File: config.mk
export PLATFORM = sky130hd
export DESIGN_NAME = tc2_timer2_capture_compare
export DESIGN_NICKNAME = d
export VERILOG_FILES = /design/src/tc2_pkg.sv /design/src/tc2_timer2_capture_compare.sv
export SDC_FILE = /design/constraint.sdc
export NUM_CORES = 1
export LEC_CHECK = 0
export BUFFER_PORTS_ARGS = -buffer_cell sky130_fd_sc_hd__clkbuf_2
export CAP_MARGIN = 20
export CORE_UTILIZATION = 30
export CTS_CLUSTER_DIAMETER = 30
export DETAILED_ROUTE_END_ITERATION = 6
export GPL_TIMING_DRIVEN = 0
export PLACE_DENSITY = 0.53
export SYNTH_ARGS = -nofsm -noshare
export SYNTH_HDL_FRONTEND = slang
export SYNTH_SLANG_ARGS = --single-unit
File: constraint.sdc
create_clock -name hclk -period 4.12 [get_ports hclk]
set_input_delay 0 -clock hclk [delete_from_list [all_inputs] [get_ports hclk]]
set_output_delay 0 -clock hclk [all_outputs]
set_load 0.01 [all_outputs]
File: src/tc2_pkg.sv
// tc2_pkg: register map, field positions and reset values of the timer 2 block
// assumes a 32-bit ahb-lite slave port with one aligned word per register
package tc2_pkg;
  // ----------------------------------------------------------------
  // register byte offsets
  // ----------------------------------------------------------------
  localparam logic [7:0] TC2_OFS_CTRL = 8'h00; // timer_control_reg
  localparam logic [7:0] TC2_OFS_SEL = 8'h04; // timer_select_reg
  localparam logic [7:0] TC2_OFS_CLKCTL = 8'h08; // clock_control_reg
  localparam logic [7:0] TC2_OFS_PMODE = 8'h0c; // power_mode_reg
  localparam logic [7:0] TC2_OFS_COUNT = 8'h10; // timer high:low byte
  localparam logic [7:0] TC2_OFS_RELOAD = 8'h14; // reload high:low byte
  localparam logic [7:0] TC2_OFS_EDGE = 8'h18; // capture_edge_select
  localparam logic [7:0] TC2_OFS_FLAGS = 8'h1c; // capture_compare_flag_reg
  localparam logic [7:0] TC2_OFS_EIE = 8'h20; // extended_irq_enable_reg
  localparam logic [7:0] TC2_OFS_COMPARE_SET_ENABLE = 8'h24; // compare_set_enable
  localparam logic [7:0] TC2_OFS_COMPARE_RESET_TOGGLE_ENABLE = 8'h28; // compare_reset_toggle_enable
  localparam logic [7:0] TC2_OFS_CAP0 = 8'h2c; // capture 0..3 at +4 each
  localparam logic [7:0] TC2_OFS_CMP0 = 8'h3c; // compare 0..2 at +4 each
  localparam logic [7:0] TC2_OFS_PORT = 8'h48; // port 4 latch bits 5:0
  // ----------------------------------------------------------------
  // field positions
  // ----------------------------------------------------------------
  localparam int TC2_B_DOWN = 0; // count direction, 1 = down
  localparam int TC2_B_SRC = 1; // count_source_select
  localparam int TC2_B_RUN = 2; // timer_run_enable
  localparam int TC2_B_WFLAG = 7; // word_overflow_flag
  localparam int TC2_B_BFLAG = 4; // byte_overflow_flag
  localparam int TC2_B_BSEL = 6; // byte_overflow_irq_sel
  localparam int TC2_B_WSEL = 7; // word_overflow_irq_sel
  localparam int TC2_B_T2M = 5; // timer_clock_rate_select
  localparam int TC2_B_X4 = 3; // four-clock machine cycle
  localparam int TC2_B_CD = 6; // clock_divide_lo, hi at +1
  localparam int TC2_B_ET2 = 7; // timer_irq_enable
  // ----------------------------------------------------------------
  // reset values and divider constants
  // ----------------------------------------------------------------
  localparam logic [7:0] TC2_RST_BYTE = 8'h00;
  localparam logic [15:0] TC2_RST_WORD = 16'h0000;
  localparam logic [1:0] TC2_RST_CD = 2'h0;
  localparam logic [11:0] TC2_DIV_FAST = 12'h001; // rate select 1
  localparam logic [11:0] TC2_DIV_SLOW = 12'h003; // rate select 0
  localparam logic [11:0] TC2_MC_CD0_4X = 12'h001;
  localparam logic [11:0] TC2_MC_CD0_2X = 12'h002;
  localparam logic [11:0] TC2_MC_CD12 = 12'h004;
  localparam logic [11:0] TC2_MC_CD3 = 12'h400;
endpackage

File: src/tc2_timer2_capture_compare.sv
// tc2_timer2_capture_compare: 16-bit timer with prescaler, reload, four capture
// and three compare channels driving port 4, behind an ahb-lite slave
// assumes one ahb master, word transfers only, and asynchronous input pins
`timescale 1ns/1ns
module tc2_timer2_capture_compare
  import tc2_pkg::*;
(
  input wire logic hclk,
  input wire logic hresetn,
  input wire logic hsel,
  input wire logic [31:0] haddr,
  input wire logic [1:0] htrans,
  input wire logic hwrite,
  input wire logic [2:0] hsize,
  input wire logic hready,
  input wire logic [31:0] hwdata,
  output logic [31:0] hrdata,
  output logic hreadyout,
  output logic hresp,
  input wire logic timer_count_pin,
  input wire logic [3:0] capture_input,
  output logic [7:0] port4_out,
  output logic timer_irq,
  output logic [6:0] cap_cmp_irq
);
  // ----------------------------------------------------------------
  // ahb-lite slave
  // ----------------------------------------------------------------
  logic wr_q, rd_q;
  logic [7:0] addr_q;
  logic [31:0] hrdata_q;
  logic [31:0] rd_mux;
  logic take;

  assign take = hsel & hready & htrans[1];
  // reads take one wait state so the data word is registered
  assign hreadyout = ~rd_q;
  assign hresp = 1'b0;
  assign hrdata = hrdata_q;

  // address phase capture
  always_ff @(posedge hclk or negedge hresetn) begin
    if (!hresetn) begin
      wr_q <= 1'b0;
      rd_q <= 1'b0;
      addr_q <= TC2_RST_BYTE;
    end else begin
      wr_q <= take & hwrite;
      rd_q <= take & ~hwrite & ~rd_q;
      if (take) begin
        addr_q <= {haddr[7:2], 2'b00};
      end
    end
  end

  // read data register, loaded during the wait state
  always_ff @(posedge hclk or negedge hresetn) begin
    if (!hresetn) begin
      hrdata_q <= 32'h0000_0000;
    end else if (rd_q) begin
      hrdata_q <= rd_mux;
    end
  end

  // ----------------------------------------------------------------
  // control and status registers
  // ----------------------------------------------------------------
  logic down_q, src_q, run_q, wflag_q, bflag_q, bsel_q, wsel_q, t2m_q, x4_q;
  logic [1:0] presc_q, cd_q;
  logic [15:0] count_q, reload_q;
  logic [7:0] edge_q, eie_q, compare_set_enable_q, compare_reset_toggle_enable_q;
  logic [6:0] flags_q;
  logic [5:0] latch_q, latch_d;
  logic [15:0] cap_q [4];
  logic [15:0] cmp_q [3];
  logic [3:0] cap_ev;
  logic [2:0] hit_q;
  logic tick, byte_ev, word_ev;

  function automatic logic w_at(input logic [7:0] ofs);
    w_at = wr_q && (addr_q == ofs);
  endfunction

  // plain configuration registers
  always_ff @(posedge hclk or negedge hresetn) begin
    if (!hresetn) begin
      down_q <= 1'b0;
      src_q <= 1'b0;
      run_q <= 1'b0;
      presc_q <= 2'h0;
      bsel_q <= 1'b0;
      wsel_q <= 1'b0;
      t2m_q <= 1'b0;
      cd_q <= TC2_RST_CD;
      x4_q <= 1'b0;
      reload_q <= TC2_RST_WORD;
      edge_q <= TC2_RST_BYTE;
      eie_q <= TC2_RST_BYTE;
      compare_reset_toggle_enable_q <= TC2_RST_BYTE;
    end else begin
      if (w_at(TC2_OFS_CTRL)) begin
        down_q <= hwdata[TC2_B_DOWN];
        src_q <= hwdata[TC2_B_SRC];
        run_q <= hwdata[TC2_B_RUN];
      end
      if (w_at(TC2_OFS_SEL)) begin
        presc_q <= hwdata[1:0];
        bsel_q <= hwdata[TC2_B_BSEL];
        wsel_q <= hwdata[TC2_B_WSEL];
      end
      if (w_at(TC2_OFS_CLKCTL)) begin
        t2m_q <= hwdata[TC2_B_T2M];
      end
      if (w_at(TC2_OFS_PMODE)) begin
        cd_q <= hwdata[TC2_B_CD+1:TC2_B_CD];
        x4_q <= hwdata[TC2_B_X4];
      end
      if (w_at(TC2_OFS_RELOAD)) begin
        reload_q <= hwdata[15:0];
      end
      if (w_at(TC2_OFS_EDGE)) begin
        edge_q <= hwdata[7:0];
      end
      if (w_at(TC2_OFS_EIE)) begin
        eie_q <= hwdata[7:0];
      end
      if (w_at(TC2_OFS_COMPARE_RESET_TOGGLE_ENABLE)) begin
        compare_reset_toggle_enable_q <= hwdata[7:0];
      end
    end
  end

  // compare values, written before the compare is put to use
  generate
    for (genvar c = 0; c < 3; c++) begin : g_cmp
      always_ff @(posedge hclk or negedge hresetn) begin
        if (!hresetn) begin
          cmp_q[c] <= TC2_RST_WORD;
        end else if (w_at(TC2_OFS_CMP0 + 8'(4 * c))) begin
          cmp_q[c] <= hwdata[15:0];
        end
      end
    end
  endgenerate

  // register read mux
  always_comb begin
    rd_mux = 32'h0000_0000;
    unique case (addr_q)
      TC2_OFS_CTRL: rd_mux[7:0] = {wflag_q, 4'h0, run_q, src_q, down_q};
      TC2_OFS_SEL: rd_mux[7:0] = {wsel_q, bsel_q, 1'b0, bflag_q, 2'h0, presc_q};
      TC2_OFS_CLKCTL: rd_mux[TC2_B_T2M] = t2m_q;
      TC2_OFS_PMODE: rd_mux[7:0] = {cd_q, 2'h0, x4_q, 3'h0};
      TC2_OFS_COUNT: rd_mux[15:0] = count_q;
      TC2_OFS_RELOAD: rd_mux[15:0] = reload_q;
      TC2_OFS_EDGE: rd_mux[7:0] = edge_q;
      TC2_OFS_FLAGS: rd_mux[6:0] = flags_q;
      TC2_OFS_EIE: rd_mux[7:0] = eie_q;
      TC2_OFS_COMPARE_SET_ENABLE: rd_mux[7:0] = compare_set_enable_q;
      TC2_OFS_COMPARE_RESET_TOGGLE_ENABLE: rd_mux[7:0] = compare_reset_toggle_enable_q;
      8'h2c: rd_mux[15:0] = cap_q[0];
      8'h30: rd_mux[15:0] = cap_q[1];
      8'h34: rd_mux[15:0] = cap_q[2];
      8'h38: rd_mux[15:0] = cap_q[3];
      8'h3c: rd_mux[15:0] = cmp_q[0];
      8'h40: rd_mux[15:0] = cmp_q[1];
      8'h44: rd_mux[15:0] = cmp_q[2];
      TC2_OFS_PORT: rd_mux[5:0] = latch_q;
      default: rd_mux = 32'h0000_0000; // unmapped words read zero
    endcase
  end

  // ----------------------------------------------------------------
  // input synchronisers and edge detection
  // ----------------------------------------------------------------
  logic [4:0] meta_q, sync_q, prev_q, rise, fall;

  // bit 0 is the count pin, bits 4:1 the capture inputs
  always_ff @(posedge hclk or negedge hresetn) begin
    if (!hresetn) begin
      // idle-high pin level, so no false edge follows reset
      meta_q <= 5'h1f;
      sync_q <= 5'h1f;
      prev_q <= 5'h1f;
    end else begin
      meta_q <= {capture_input, timer_count_pin};
      sync_q <= meta_q;
      prev_q <= sync_q;
    end
  end

  assign rise = sync_q & ~prev_q;
  assign fall = ~sync_q & prev_q;

  // ----------------------------------------------------------------
  // clock source, prescaler and counter
  // ----------------------------------------------------------------
  logic [11:0] div_cnt_q, div_max, mc_div;
  logic [2:0] pre_cnt_q, pre_max;
  logic int_tick, src_tick;

  // machine cycle divide from the clock divide bits
  always_comb begin
    unique case (cd_q)
      2'h0: mc_div = x4_q ? TC2_MC_CD0_4X : TC2_MC_CD0_2X;
      2'h1, 2'h2: mc_div = TC2_MC_CD12;
      default: mc_div = TC2_MC_CD3;
    endcase
    div_max = 12'(mc_div * (t2m_q ? TC2_DIV_FAST : TC2_DIV_SLOW) - 12'h001);
  end

  assign int_tick = (div_cnt_q >= div_max);
  assign src_tick = run_q & (src_q ? fall[0] : int_tick);
  assign pre_max = 3'((4'h1 << presc_q) - 4'h1);
  assign tick = src_tick & (pre_cnt_q >= pre_max);

  // internal base divider
  always_ff @(posedge hclk or negedge hresetn) begin
    if (!hresetn) begin
      div_cnt_q <= 12'h000;
    end else begin
      div_cnt_q <= int_tick ? 12'h000 : div_cnt_q + 12'h001;
    end
  end

  // prescaler
  always_ff @(posedge hclk or negedge hresetn) begin
    if (!hresetn) begin
      pre_cnt_q <= 3'h0;
    end else if (src_tick) begin
      pre_cnt_q <= tick ? 3'h0 : pre_cnt_q + 3'h1;
    end
  end

  // overflow events in the count direction
  assign byte_ev = tick & (down_q ? count_q[7:0] == 8'h00 : count_q[7:0] == 8'hff);
  assign word_ev = tick & (down_q ? count_q == 16'h0000 : count_q == 16'hffff);

  // counter with auto-reload, software load wins over a step
  always_ff @(posedge hclk or negedge hresetn) begin
    if (!hresetn) begin
      count_q <= TC2_RST_WORD;
    end else if (w_at(TC2_OFS_COUNT)) begin
      count_q <= hwdata[15:0];
    end else if (word_ev) begin
      count_q <= reload_q;
    end else if (tick) begin
      count_q <= down_q ? count_q - 16'h0001 : count_q + 16'h0001;
    end
  end

  // overflow flags, set beats a software clear
  always_ff @(posedge hclk or negedge hresetn) begin
    if (!hresetn) begin
      wflag_q <= 1'b0;
      bflag_q <= 1'b0;
    end else begin
      if (w_at(TC2_OFS_CTRL)) begin
        wflag_q <= hwdata[TC2_B_WFLAG] | word_ev;
      end else if (word_ev) begin
        wflag_q <= 1'b1;
      end
      if (w_at(TC2_OFS_SEL)) begin
        bflag_q <= hwdata[TC2_B_BFLAG] | byte_ev | word_ev;
      end else if (byte_ev | word_ev) begin
        bflag_q <= 1'b1;
      end
    end
  end

  // shared timer interrupt
  assign timer_irq = eie_q[TC2_B_ET2] & ((bflag_q & bsel_q) | (wflag_q & wsel_q));

  // ----------------------------------------------------------------
  // capture and compare channels
  // ----------------------------------------------------------------
  logic step_q;

  always_ff @(posedge hclk or negedge hresetn) begin
    if (!hresetn) begin
      step_q <= 1'b0;
    end else begin
      step_q <= tick;
    end
  end

  generate
    for (genvar n = 0; n < 4; n++) begin : g_cap
      // one edge selection for capture and external interrupt
      assign cap_ev[n] = (rise[n+1] & edge_q[2*n]) | (fall[n+1] & edge_q[2*n+1]);
      always_ff @(posedge hclk or negedge hresetn) begin
        if (!hresetn) begin
          cap_q[n] <= TC2_RST_WORD;
        end else if (cap_ev[n]) begin
          cap_q[n] <= count_q;
        end
      end
    end
    for (genvar c = 0; c < 3; c++) begin : g_hit
      // compare the value reached by the last step
      always_ff @(posedge hclk or negedge hresetn) begin
        if (!hresetn) begin
          hit_q[c] <= 1'b0;
        end else begin
          hit_q[c] <= step_q & (count_q == cmp_q[c]);
        end
      end
    end
  endgenerate

  // capture/interrupt and compare flags, set beats a software clear
  always_ff @(posedge hclk or negedge hresetn) begin
    if (!hresetn) begin
      flags_q <= 7'h00;
    end else if (w_at(TC2_OFS_FLAGS)) begin
      flags_q <= hwdata[6:0] | {hit_q, cap_ev};
    end else begin
      flags_q <= flags_q | {hit_q, cap_ev};
    end
  end

  assign cap_cmp_irq = flags_q & eie_q[6:0];

  // port latch: reset enables, then set enables, zero bits untouched
  always_comb begin
    latch_d = w_at(TC2_OFS_PORT) ? hwdata[5:0] : latch_q;
    if (hit_q[1]) begin
      latch_d = latch_d & ~compare_reset_toggle_enable_q[5:0];
    end
    if (hit_q[0]) begin
      latch_d = latch_d | compare_set_enable_q[5:0];
    end
  end

  always_ff @(posedge hclk or negedge hresetn) begin
    if (!hresetn) begin
      latch_q <= 6'h00;
    end else begin
      latch_q <= latch_d;
    end
  end

  // set-enable register; its top bits are the toggle flops
  always_ff @(posedge hclk or negedge hresetn) begin
    if (!hresetn) begin
      compare_set_enable_q <= TC2_RST_BYTE;
    end else begin
      if (w_at(TC2_OFS_COMPARE_SET_ENABLE)) begin
        compare_set_enable_q <= hwdata[7:0];
      end
      if (hit_q[2]) begin
        compare_set_enable_q[7:6] <= (w_at(TC2_OFS_COMPARE_SET_ENABLE) ? hwdata[7:6] : compare_set_enable_q[7:6])
                       ^ compare_reset_toggle_enable_q[7:6];
      end
    end
  end

  assign port4_out = {compare_set_enable_q[7:6], latch_q};
endmodule

**Word level (Yosys, flattened, before mapping)**

Index checks and enable logic that the tools add are counted.

- Input port bits: 79
- Bits in writable memories: 0
- Memories kept: 0
- Bits in read-only memories: 0
- Flip-flop bits (word level): 260
- Latch bits: 0

- Bitwise operators: 45
- Magnitude comparators: 2
- Mux-type cells: 28
- Divide/modulo/power cells: 0
- $add $sub $neg: 6
- Equal/unequal tests: 25
- Shifts and indexed selects: 1
- Multipliers: 1
- Reduce and logical (&&, ||, !) cells: 24

Operators by type and width:

| cell | count |
|---|---|
| $pmux W5 S18 | 1 |
| $pmux W8 S9 | 1 |
| $mux W16 | 4 |
| $eq A16 B16 Y1 | 3 |
| $eq A6 B4 Y1 const B | 8 |
| $pmux W1 S16 | 3 |
| $eq A6 B3 Y1 const B | 4 |
| $and A1 B1 Y1 | 23 |
| $pmux W11 S2 | 1 |
| $eq A6 B5 Y1 const B | 3 |
| $mux W6 | 3 |
| $add A16 B1 Y16 const B | 1 |
| $eq A16 B16 Y1 const B | 1 |
| $logic_not A16 Y1 | 1 |
| $logic_not A8 Y1 | 2 |
| $sub A16 B1 Y16 const B | 1 |
| $logic_and A1 B1 Y1 | 15 |
| $or A7 B7 Y7 | 2 |
| $add A12 B1 Y12 const B | 1 |
| $eq A6 B2 Y1 const B | 2 |
| $ge A12 B12 Y1 | 1 |
| $mul A12 B2 Y12 | 1 |
| $mux W12 | 1 |
| $sub A12 B1 Y12 const B | 1 |
| 26 further kinds | 48 |

**Logic depth before layout (Yosys ltp)**

Gate-level depths: netlist (run 1).

- Depth in word-level cells: 13
- Depth in mapped cells: 23
- Depth with buffers taken out: 21

**Worst setup path before layout (run 1)**

Ideal clock, no wire load.

- Kind: register to register
- Start: register cd_q[0]
- End: register count_q[12]
- Period minus slack after synthesis: 4.274 ns
- Slack: -0.154 ns
- Arrival time: 4.154 ns
- Cell stages (with the launch flop): 19
- Required time: 3.999 ns
- Library setup time: 0.121 ns
- Path through: dfrtp_1 ha_1 or3b_2 ha_1 inv_1 ha_1 fa_1 or3_1 ha_1 and3_1 a221oi_1 o21a_1 o211a_1 or2_1 buf_2 clkinv_2 buf_4 o21ai_0 o21ai_1

- Cells in the longest elaborated chain, start to end: 12
- Elaborated cells on any way between the ends: 15
- Those cells by class: add/sub (1); mul (1); order compare (1); eq/ne (2); mux (4); bitwise (3); reduce/logical (3)

Ends and longest elaborated chain:

| what | RTL line | RTL |
|---|---|---|
| from (decl) | tc2_timer2_capture_compare.sv:69 | `logic [1:0] presc_q, cd_q;` |
| from (signal assigned) | tc2_timer2_capture_compare.sv:115 | `cd_q <= hwdata[TC2_B_CD+1:TC2_B_CD];` |
| $eq A2 B1 Y1 or $eq A2 B2 Y1 (tied branches) | tc2_timer2_capture_compare.sv:204 | `unique case (cd_q)` |
| $reduce_or A2 Y1 | tc2_timer2_capture_compare.sv:204 |  |
| $pmux W11 S2 (*) | tc2_timer2_capture_compare.sv:204 |  |
| $mul A12 B2 Y12 (*) | tc2_timer2_capture_compare.sv:209 | `div_max = 12'(mc_div * (t2m_q ? TC2_DIV_FAST : TC2_DIV_SLOW) - 12'h001);` |
| $sub A12 B1 Y12 (*) | tc2_timer2_capture_compare.sv:209 |  |
| $ge A12 B12 Y1 (*) | tc2_timer2_capture_compare.sv:212 | `assign int_tick = (div_cnt_q >= div_max);` |
| $mux W1 (*) | tc2_timer2_capture_compare.sv:213 | `assign src_tick = run_q & (src_q ? fall[0] : int_tick);` |
| $and A1 B1 Y1 (*) | tc2_timer2_capture_compare.sv:213 |  |
| $and A1 B1 Y1 (*) | tc2_timer2_capture_compare.sv:215 | `assign tick = src_tick & (pre_cnt_q >= pre_max);` |
| named net tick | tc2_timer2_capture_compare.sv:78 | `logic tick, byte_ev, word_ev;` |
| $and A1 B1 Y1 | tc2_timer2_capture_compare.sv:237 | `assign word_ev = tick & (down_q ? count_q == 16'h0000 : count_q == 16'hffff);` |
| $mux W16 | tc2_timer2_capture_compare.sv:245 | `end else if (word_ev) begin` |
| $mux W16 | tc2_timer2_capture_compare.sv:243 | `end else if (w_at(TC2_OFS_COUNT)) begin` |
| to (signal assigned) | tc2_timer2_capture_compare.sv:244 | `count_q <= hwdata[15:0];` |
| to (signal assigned) | tc2_timer2_capture_compare.sv:246 | `count_q <= reload_q;` |
| to (signal assigned) | tc2_timer2_capture_compare.sv:248 | `count_q <= down_q ? count_q - 16'h0001 : count_q + 16'h0001;` |
| to (decl) | tc2_timer2_capture_compare.sv:70 | `logic [15:0] count_q, reload_q;` |

The timed path passes the listed nets; every way through them passes the cells marked *.
A chain may end at the register's enable or synchronous reset.

**Final worst setup path (run 1)**

- Start: register cd_q[0]
- End: register count_q[15]

- Cells in the longest elaborated chain, start to end: 12
- Elaborated cells on any way between the ends: 15
- Those cells by class: add/sub (1); mul (1); order compare (1); eq/ne (2); mux (4); bitwise (3); reduce/logical (3)

Ends and longest elaborated chain:

| what | RTL line |
|---|---|
| $eq A2 B1 Y1 or $eq A2 B2 Y1 (tied branches) | tc2_timer2_capture_compare.sv:204 |
| $reduce_or A2 Y1 | tc2_timer2_capture_compare.sv:204 |
| $pmux W11 S2 (*) | tc2_timer2_capture_compare.sv:204 |
| $mul A12 B2 Y12 (*) | tc2_timer2_capture_compare.sv:209 |
| $sub A12 B1 Y12 (*) | tc2_timer2_capture_compare.sv:209 |
| $ge A12 B12 Y1 (*) | tc2_timer2_capture_compare.sv:212 |
| $mux W1 (*) | tc2_timer2_capture_compare.sv:213 |
| $and A1 B1 Y1 (*) | tc2_timer2_capture_compare.sv:213 |
| $and A1 B1 Y1 (*) | tc2_timer2_capture_compare.sv:215 |
| $and A1 B1 Y1 | tc2_timer2_capture_compare.sv:237 |
| $mux W16 | tc2_timer2_capture_compare.sv:245 |
| $mux W16 | tc2_timer2_capture_compare.sv:243 |

Mark *: on every way between the ends. The rest lies on a longest branch, timed or not.

==> results of run 1 <==
==> registers in the layout, indices dropped and copies added, names as in the netlist, 5 cells and up <==
name / count
hrdata: 16
cmp_q: 48
prev_q: 5
eie_q: 8
flags_q: 7
reload_q: 16
count_q: 16
compare_set_enable_q: 8
div_cnt_q: 12
meta_q: 5
cap_q: 64
sync_q: 5
compare_reset_toggle_enable_q: 8
addr_q: 6
latch_q: 6
edge_q: 8
==> metrics by stage <==
step	utilization (%)	cells	area, sq um
floorplan	-	1206	13800
global placement	33.2	1863	14800
detailed placement	33.4	1866	14900
CTS	38.8	2012	17300
global route	39.4	2020	17600
finish	39.4	2021	17600
==> cell type report <==
type | count | area, sq um | share of cell area [%]
Multi-Input combinational cell | 823 | 6880 | 39.1
Sequential cell | 260 | 6530 | 37.1
Clock buffer | 81 | 1640 | 9.32
Timing Repair Buffer | 116 | 887 | 5.05
Tap cell | 592 | 741 | 4.21
Buffer | 94 | 514 | 2.93
Clock inverter | 24 | 265 | 1.51
Inverter | 29 | 121 | 0.690
Timing Repair inverter | 1 | 8.76 | 0.0498
Antenna cell | 1 | 2.50 | 0.0142
==> how the worst max path moves through the flow <==
stage / from / endpoint / slack (ns) / cells after the start
2_1_floorplan: cd_q[0] / count_q[0] / 0.006 / 18
3_3_place_gp: hresetn / cap_q[11] / -2.61 / 1
3_5_place_dp: cd_q[1] / count_q[3] / -0.64 / 18
4_1_cts: cd_q[0] / count_q[3] / -0.15 / 18
5_1_grt: cd_q[0] / count_q[15] / -0.33 / 18
6_report: cd_q[0] / count_q[15] / -0.18 / 18
==> Yosys cell counts, types with 10 or more instances <==
cell type / count / area [sq um]
a211oi_1: 10 / 75.1
a21o_1: 22 / 165
a21oi_1: 36 / 180
a221oi_1: 11 / 96.3
a222oi_1: 22 / 220
a22oi_1: 15 / 113
and2_1: 11 / 68.8
buf_2: 27 / 135
buf_4: 21 / 158
clkbuf_1: 41 / 154
dfrtp_1: 245 / 6130
dfstp_2: 15 / 394
ha_1: 37 / 463
inv_1: 27 / 101
mux2_2: 174 / 1960
mux2i_1: 20 / 200
mux4_2: 14 / 315
nand2_1: 70 / 263
nand3_1: 26 / 130
nand4_1: 16 / 100
nor2_1: 64 / 240
nor2b_1: 12 / 75.1
nor4_1: 12 / 75.1
o21ai_0: 30 / 150
xnor2_1: 41 / 359
xor2_1: 31 / 272
==> layer usage <==
layer  global-route usage [%]  up-vias
li1                         -     4755
met1                     27.6     5496
met2                     30.7      416
met3                     4.06       90
met4                     5.72        0
met5                        0        -
==> repair_timing <==
item | in CTS | in global routing
pin swaps | 14 | 25
buffers inserted | 8 | 5
hold endpoints to repair | 145 | 0
endpoints found under the setup margin | 32 | 32
gates resized for setup | 28 | 45
cloned | 1 | 2
hold buffers | 32 | 0
==> layout by cell type (no fill, tap or decap), types with 12 or more instances in the layout <==
cell | netlist | final
dfrtp_1 | 245 | 244
mux2_2 | 174 | 174
nand2_1 | 70 | 66
clkbuf_2 | 0 | 66
clkbuf_16 | 0 | 60
nor2_1 | 64 | 59
clkbuf_1 | 41 | 54
xnor2_1 | 41 | 40
a21oi_1 | 36 | 35
dlygate4sd3_1 | 0 | 32
xor2_1 | 31 | 31
ha_1 | 37 | 31
buf_4 | 21 | 30
buf_2 | 27 | 25
nand3_1 | 26 | 25
inv_1 | 27 | 23
a21o_1 | 22 | 22
o21ai_0 | 30 | 22
a222oi_1 | 22 | 22
mux2i_1 | 20 | 20
conb_1 | 1 | 17
nand4_1 | 16 | 16
a22oi_1 | 15 | 15
dfstp_2 | 15 | 15
mux4_2 | 14 | 14
nor2b_1 | 12 | 12
nor4_1 | 12 | 12
==> critical path: cells and delay by family (launching register included) <==
| kind | cells | cell delay, ns |
|---|---|---|
| AND/OR/NAND/NOR | 5 | 1.33 |
| multiplexers | 1 | 0.11 |
| adder cells (fa/ha/maj) | 5 | 1.18 |
| flip-flops | 1 | 0.43 |
| buffers and inverters | 4 | 0.40 |
| AO/OA/AOI/OAI | 3 | 0.72 |
==> cell families after synthesis <==
kind of cell,Yosys count,synth area share [%]
AND/OR/NAND/NOR,272,10.1
flip-flops,260,47.7
AO/OA/AOI/OAI,215,11.4
multiplexers,208,18.1
buffers and inverters,123,4.32
XOR/XNOR,72,4.61
adder cells (fa/ha/maj),39,3.68
other,1,0.0274
==> power by group <==
part           switching [mW]  internal, mW
Sequential              0.381          3.07
Combinational            1.69          1.35
Clock                    1.50          3.00
Total                    3.57          7.42
==> impl_metrics.tcl, run 1 <==
set metrics [dict create \
    status "complete, but fails checks" \
    violations "negative hold slack, negative setup slack" \
    p_per_area_nw_per_um2 625 \
    htree_levels 2 \
    grt_pass1_vias 10900 \
    hold_viol_final 3 \
    fin_nets 1501 \
    grt_overflow 0 \
    die_area_sq_um 46500 \
    reg2reg_slack_ns -0.18 \
    wl_met1_um 20500 \
    period_needed_ns 4.30 \
    max_freq_mhz 233 \
    drv_cap 0 \
    setup_tns_ns -1.92 \
    wl_um 45900 \
    antenna_found_initial 1 \
    synth_warnings 0 \
    total_power_mw 11.0 \
    io_buffers 65 \
    clk_pin_slew_worst_paths_ns 0.05 \
    reg2reg_to "count_q[15]" \
    synthFlopType "dfrtp_1" \
    ctsRootBufferMaster "clkbuf_16" \
    syn_avg_cell_area_sq_um 11.5 \
    worstSetupEndpointType "flop" \
    place_congestion 0.908 \
    io_pins 129 \
    rows 77 \
    seq_area_frac_synth_pct 47.7 \
    whs_ns -0.00485 \
    start_util_pct 30.7 \
    peakVddDrop_mv 0.364 \
    chipHeight_um 216 \
    avgRoutedWirePerCell_um 22.7 \
    synth_area_sq_um 13700 \
    reg2reg_from "cd_q[0]" \
    clk_latency_ns 0.57 \
    numClockSinks 260 \
    ys_ff_latch 260 \
    track_usage_pct 19.7 \
    cts_made_buffers 58 \
    setup_viol_count_final 20 \
    core_sq_um 44600 \
    cts_tree "built" \
    path_class "flop to flop" \
    cp_data_arrival_time_ns 4.75 \
    post-route-period-util_pct 104 \
    worstMarginPinSlew_ns 0.996 \
    path_cells "inv_2, ha_4, or3b_4, ha_4, inv_2, ha_4, fa_2, or3_4, ha_4, and3_4, nand3_2, o21a_1, o211a_4, or2_4, buf_12, buf_6, mux2i_1, a221o_1" \
    drc 0 \
    fill_cells 4296 \
    crit_top_cell "ha_4" \
    rsz0062_at_grt "true" \
    dp_slack_ns -0.644 \
    hold_path.class "input pin to asynchronous set/reset pin" \
    max_stage_delay_ns 0.45 \
    drt_iter0_markers 1172 \
    routed-wl-met2_um 20800 \
    layout-drive-gt1-share_pct 34.8 \
    cp_slowest_cell "or3_4" \
    finClkSkew_ns 0.0208 \
    route.antenna.remaining_nets 0 \
    synth_edf_count 0 \
    drv_slew 0 \
    path_max_fanout 8 \
    place_hpwl_um 32500 \
    grt_max_degree 104 \
    rr_worst_depth 18 \
    dieWidth_um 216 \
    async_reset_ff_share_pct 100 \
    worst_slack_ns -0.180 \
    layout-area-overhead-vs-synth_pct 28.5 \
    dr_total_vias 10800 \
    synthDistinctLibCells 75 \
    drtPass1Iterations 6 \
    wl_met3_um 3410 \
    top_layer "met4" \
    grt_pass1_wl_um 69200 \
    syn_inst 1190 \
    cp.required_ns 4.57 \
    slew_headroom_pct 33.1 \
    viasPerCell 5.32 \
    start_kind "flop" \
    p_leak_nw 7.84 \
    clock_path_buffers 3 \
]
No activity file was read; power rests on OpenSTA's default activity.
==> run 2: changes to the inputs <==
--- a/config.mk
+++ b/config.mk
@@ -14,2 +14,3 @@
 export PLACE_DENSITY = 0.53
+export SLEW_MARGIN = 20
 export SYNTH_ARGS = -nofsm -noshare
==> constraint.sdc (replaced) <==
create_clock -name hclk -period 4.12 [get_ports hclk]
set_input_delay 0.412 -clock hclk [delete_from_list [all_inputs] [get_ports hclk]]
set_output_delay 0.412 -clock hclk [all_outputs]
set_load 0.01 [all_outputs]
==> run 2 against run 1 <==
Against the previous run:
- combinational power about the same
- hold slack better by 0.027 ns
- critical path depth up 1
- clock power up 4%
- cell area down 0.94%
- die area unchanged
- maximum frequency about the same
- global-route usage down 0.063 points
- critical path type unchanged
- sequential power about the same
- highest routed layer unchanged
- the run ends with negative setup slack left
==> impl_metrics.tcl, run 2 (synthesis gave the netlist of run 1 again) <==
set metrics [dict create \
    peakVddDrop_mv 0.369 \
    post-route-period-util_pct 104 \
    p_leak_nw 7.74 \
    chipHeight_um 216 \
    drv_slew 0 \
    track_usage_pct 19.7 \
    grt_pass1_vias 10900 \
    cpLargestDelayFamily "simple AND/OR/NAND/NOR gates" \
    crit_buf_inv 5 \
    clk_latency_ns 0.58 \
    max_stage_delay_ns 0.45 \
    path_cells "inv_2, ha_4, or3b_4, ha_4, inv_2, ha_4, fa_2, or3_4, ha_4, and3_4, nand3_2, o21a_1, o211a_4, or2_1, buf_6, buf_12, buf_4, a211oi_2, o31ai_1" \
    ctsRootBufferMaster "clkbuf_16" \
    htree_levels 2 \
    drt_iter0_markers 1144 \
    finalInstanceArea_sq_um 17400 \
    cts_made_buffers 55 \
    max_freq_mhz 232 \
    dr_total_vias 10700 \
    p_per_area_nw_per_um2 640 \
    grt_overflow 0 \
    avgRoutedWirePerCell_um 23.0 \
    utilization_pct 39.0 \
    hold_path.class "input pin to flop" \
    route.antenna.remaining_nets 0 \
    dp_cells 1866 \
    grt_pass1_wl_um 69000 \
    worstMarginPinSlew_ns 1.03 \
    rsz0062_at_grt "true" \
    rows 77 \
    final_cell_mix "245 x dfrtp_1, 174 x mux2_2, 68 x nand2_1" \
    cp.required_ns 4.56 \
    reg2reg_slack_ns -0.18 \
    whs_ns 0.0218 \
    p_clk_share_pct 41.9 \
    setup_viol_count_final 21 \
    reg2reg_to "count_q[1]" \
    final_common_cell "dfrtp_1" \
    top_register "cap_q" \
    cp_data_arrival_time_ns 4.74 \
    crit_top_cell "ha_4" \
    drc 0 \
    cp-endpoint "count_q[1]" \
    rr_worst_depth 19 \
    viasPerCell 5.35 \
    start_kind "flop" \
    drv_cap 0 \
    crit_start "cd_q[0]" \
    cts_tree "built" \
    hold_viol_final 0 \
    place_hpwl_um 32600 \
    finClkSkew_ns 0.0249 \
    path_max_fanout 4 \
    period_needed_ns 4.30 \
    clk_pin_slew_worst_paths_ns 0.05 \
    violations "negative setup slack" \
    io_buffers 65 \
    worst_slack_ns -0.182 \
    clock_path_buffers 3 \
    switching_share_pct 32.1 \
    status "complete, but fails checks" \
    layout-area-overhead-vs-synth_pct 27.3 \
    fin_cells 1994 \
    place_congestion 0.908 \
    p_switching_mw 3.58 \
    p_seq_share_pct 31.0 \
    reg2reg_from "cd_q[0]" \
    core_sq_um 44600 \
    antenna_found_initial 2 \
    power.internal_mw 7.56 \
    path_depth 19 \
    drtPass1Iterations 6 \
    fin_nets 1474 \
    diodes 0 \
    grt_max_degree 90 \
    layout-drive-gt1-share_pct 35.7 \
    numClockSinks 260 \
    path_class "flop to flop" \
    cp_slowest_cell "or3_4" \
    dieWidth_um 216 \
    comb_power_share_pct 27.2 \
    total_power_mw 11.1 \
    wl_um 45900 \
    reg_top3 "cap_q: 64 flops, cmp_q: 48 flops" \
    largest_reg_flops 64 \
    die_area_sq_um 46500 \
    worstSetupEndpointType "flop" \
    place_area_sq_um 14900 \
    slew_headroom_pct 31.2 \
    start_util_pct 30.7 \
    io_pins 129 \
]
## run 2: cell types whose count changed in the layout (fill, tap and decap cells not counted), moves of 3 or more
cell,previous run,this run
buf_4,30,33
inv_6,6,0
bufinv_16,4,10
clkinvlp_4,3,8
clkbuf_16,60,55
clkbuf_1,54,51
clkbuf_8,9,5
dlygate4sd3_1,32,6
## run 2: metal layers
metal  global-route usage [%]  vias to the layer above  wire, um
met5                        0                        -         0
met4                     5.86                        0      1240
met3                     4.62                       77      3460
met2                     30.5                      398     20700
met1                     27.2                     5497     20500
li1                         -                     4691         -
## run 2: area by class of cell
cell class	instances	area [sq um]
fill	4299	27200
inverter	29	121
timing repair buffer	93	676
tap	592	741
clock buffer	70	1470
sequential	260	6530
clock inverter	33	495
multi-input combinational	823	6870
buffer	94	510
## run 2: per-stage QoR
stage                     TNS [ns]  setup WS, ns
after floorplan                  0       0.00620
after global placement     -755.81         -3.02
after detailed placement    -10.60        -0.663
after CTS                    -1.28        -0.135
after global routing         -5.49        -0.316
final                        -2.26        -0.182
## run 2: timing repair
action,CTS,global route
pin swaps,11,17
hold buffers,6,0
cloned,1,0
resized for setup,50,17
setup endpoints to repair,32,32
endpoints found under the hold margin,72,0
setup buffers,12,6
## run 2: worst min path at each step
stage                     slack [ns]       from   endpoint  cells after the start
after global routing           0.007     hwrite       rd_q                      2
final                           0.02     hwrite       rd_q                      2
after CTS                      0.003     hwrite       rd_q                      2
after detailed placement        0.35  meta_q[0]  sync_q[0]                      0
after global placement          0.35  meta_q[4]  sync_q[4]                      0
after floorplan                 0.12    hresetn  addr_q[2]                      0
## run 2: power groups by stage
stage	Clock [mW]	Combinational (mW)	Sequential [mW]
2_1_floorplan	0	2.02	3.33
3_3_place_gp	0	2.74	3.46
3_5_place_dp	0	2.80	3.47
4_1_cts	4.71	2.94	3.44
5_1_grt	4.85	3.28	3.51
6_report	4.66	3.03	3.45
==> run 3: changes to the inputs <==
Settings changed: PLACE_DENSITY 0.53 to unset, PLACE_DENSITY_LB_ADDON set to 0.25.
==> run 3 against run 2 <==
Against the previous run:
- the run still ends with negative setup slack left
- flip-flop and latch count unchanged
- global-route usage up 0.19 points
- worst setup slack worse by 0.024 ns
- first-iteration DRC count down 2.2%
- non-clock buffer count unchanged
- maximum frequency down 0.56%
- largest power group unchanged
==> impl_metrics.tcl, run 3 (synthesis gave the netlist of run 1 again) <==
set metrics [dict create \
    cts_tree "built" \
    drt_iter0_markers 1119 \
    violations "negative setup slack" \
    grt_pass1_wl_um 69300 \
    place_hpwl_um 32600 \
    rr_worst_depth 17 \
    drc 0 \
    drv_cap 0 \
    period_needed_ns 4.33 \
    top_register "cap_q" \
    final_common_cell "dfrtp_1" \
    worstSetupEndpointType "flop" \
    clk_pin_slew_worst_paths_ns 0.04 \
    crit_top_cell "ha_4" \
    io_buffers 65 \
    io_pins 129 \
    start_util_pct 30.7 \
    cpLargestDelayFamily "simple AND/OR/NAND/NOR gates" \
    die_area_sq_um 46500 \
    clk_latency_ns 0.55 \
    antenna_found_initial 1 \
    path_class "flop to flop" \
    avgRoutedWirePerCell_um 22.8 \
    peakVddDrop_mv 0.284 \
    track_usage_pct 19.9 \
    viasPerCell 5.33 \
    hold_path.class "input pin to flop" \
    dp_cells 1866 \
    finClkSkew_ns 0.0203 \
    reg2reg_from "cd_q[0]" \
    path_max_fanout 6 \
    largest_reg_flops 64 \
    dieWidth_um 216 \
    grt_overflow 0 \
    max_stage_delay_ns 0.43 \
    cts_made_buffers 66 \
    reg2reg_slack_ns -0.21 \
    path_cells "inv_2, ha_4, or3b_4, ha_4, inv_2, ha_4, fa_2, or3_4, ha_4, and3_4, nand3_2, o21a_1, o211a_4, or2_1, buf_6, nor3_1, a221o_1" \
    numClockSinks 260 \
    diodes 0 \
    p_per_area_nw_per_um2 670 \
    cp_slowest_cell "dfrtp_2" \
    p_leak_nw 7.97 \
    place_congestion 0.886 \
    reg2reg_to "count_q[15]" \
    drv_slew 0 \
    layout-area-overhead-vs-synth_pct 30.5 \
    post-route-period-util_pct 105 \
    cp_data_arrival_time_ns 4.80 \
    min_from "hwrite" \
    dr_total_vias 10700 \
    worst_slack_ns -0.206 \
    final_cell_mix "244 x dfrtp_1, 174 x mux2_2, 69 x clkbuf_16" \
    core_sq_um 44600 \
    max_freq_mhz 231 \
    slew_headroom_pct 26.7 \
    hold_viol_final 0 \
    fin_cells 2008 \
    grt_max_degree 89 \
    holdPathStages 2 \
    fin_nets 1485 \
    status "complete, but fails checks" \
    crit_buf_inv 3 \
    setup_viol_count_final 21 \
    rsz0062_at_grt "true" \
    worstMarginPinSlew_ns 1.08 \
    setup_tns_ns -2.37 \
    htree_levels 3 \
    rows 77 \
    clock_path_buffers 3 \
    grt_pass1_vias 10900 \
    route.antenna.remaining_nets 0 \
    hold_end "rd_q" \
    layout-drive-gt1-share_pct 37.1 \
    start_kind "flop" \
    cp.required_ns 4.60 \
    reg_top3 "cap_q: 64 flops, cmp_q: 48 flops" \
    chipHeight_um 216 \
    wl_um 45800 \
    drtPass1Iterations 6 \
    ctsRootBufferMaster "clkbuf_16" \
]
==> run 3: area by class of cell <==
class / instances / area (sq um)
multi-input combinational: 823 / 6920
fill: 4334 / 26800
sequential: 260 / 6530
inverter: 29 / 121
clock inverter: 33 / 489
timing repair buffer: 93 / 687
tap: 592 / 741
clock buffer: 84 / 1860
buffer: 94 / 505
==> run 3: how the worst max path moves through the flow <==
stage,start,endpoint,cells after the start
3_5_place_dp,cd_q[1],count_q[9],18
6_report,cd_q[0],count_q[15],17
5_1_grt,cd_q[0],wflag_q,18
3_3_place_gp,hresetn,hrdata[10],1
4_1_cts,cd_q[0],count_q[15],18
2_1_floorplan,cd_q[0],count_q[0],18
==> run 3: timing repair <==
| action | CTS | global route |
|---|---|---|
| setup endpoints to repair | 32 | 32 |
| endpoints found under the hold margin | 65 | 0 |
| hold buffers | 6 | 0 |
| cloned | 2 | 0 |
| buffers inserted | 14 | 4 |
| gates resized for setup | 56 | 27 |
| pin swaps | 19 | 13 |
==> run 3: power breakdown <==
group	switching, mW	internal, mW
Clock	1.58	3.86
Combinational	1.71	1.36
Sequential	0.377	3.07
==> run 3: routing by layer <==
layer  global-route usage (%)  part of all wire [%]  wire length (um)
met2                     30.6                    45             20700
met1                     27.0                    44             20300
met5                        0                     0                 0
met4                     7.38                   3.2              1440
met3                     4.72                   7.3              3350
==> run 3: per-stage QoR <==
| step | setup WS (ns) | total power, mW | instance area [sq um] | hold WS, ns | utilization, % |
|---|---|---|---|---|---|
| 3_5_place_dp | -0.563 | 6.26 | 14900 | 0.347 | 33.4 |
| 6_report | -0.206 | 12.0 | 17900 | 0.0477 | 40.0 |
| 3_3_place_gp | -3.04 | 6.20 | 14800 | 0.347 | 33.2 |
| 5_1_grt | -0.312 | 12.5 | 17900 | 0.0420 | 40.0 |
| 2_1_floorplan | 0.00620 | 5.35 | 13800 | 0.116 | - |
| 4_1_cts | -0.165 | 11.9 | 17700 | 0.0318 | 39.8 |
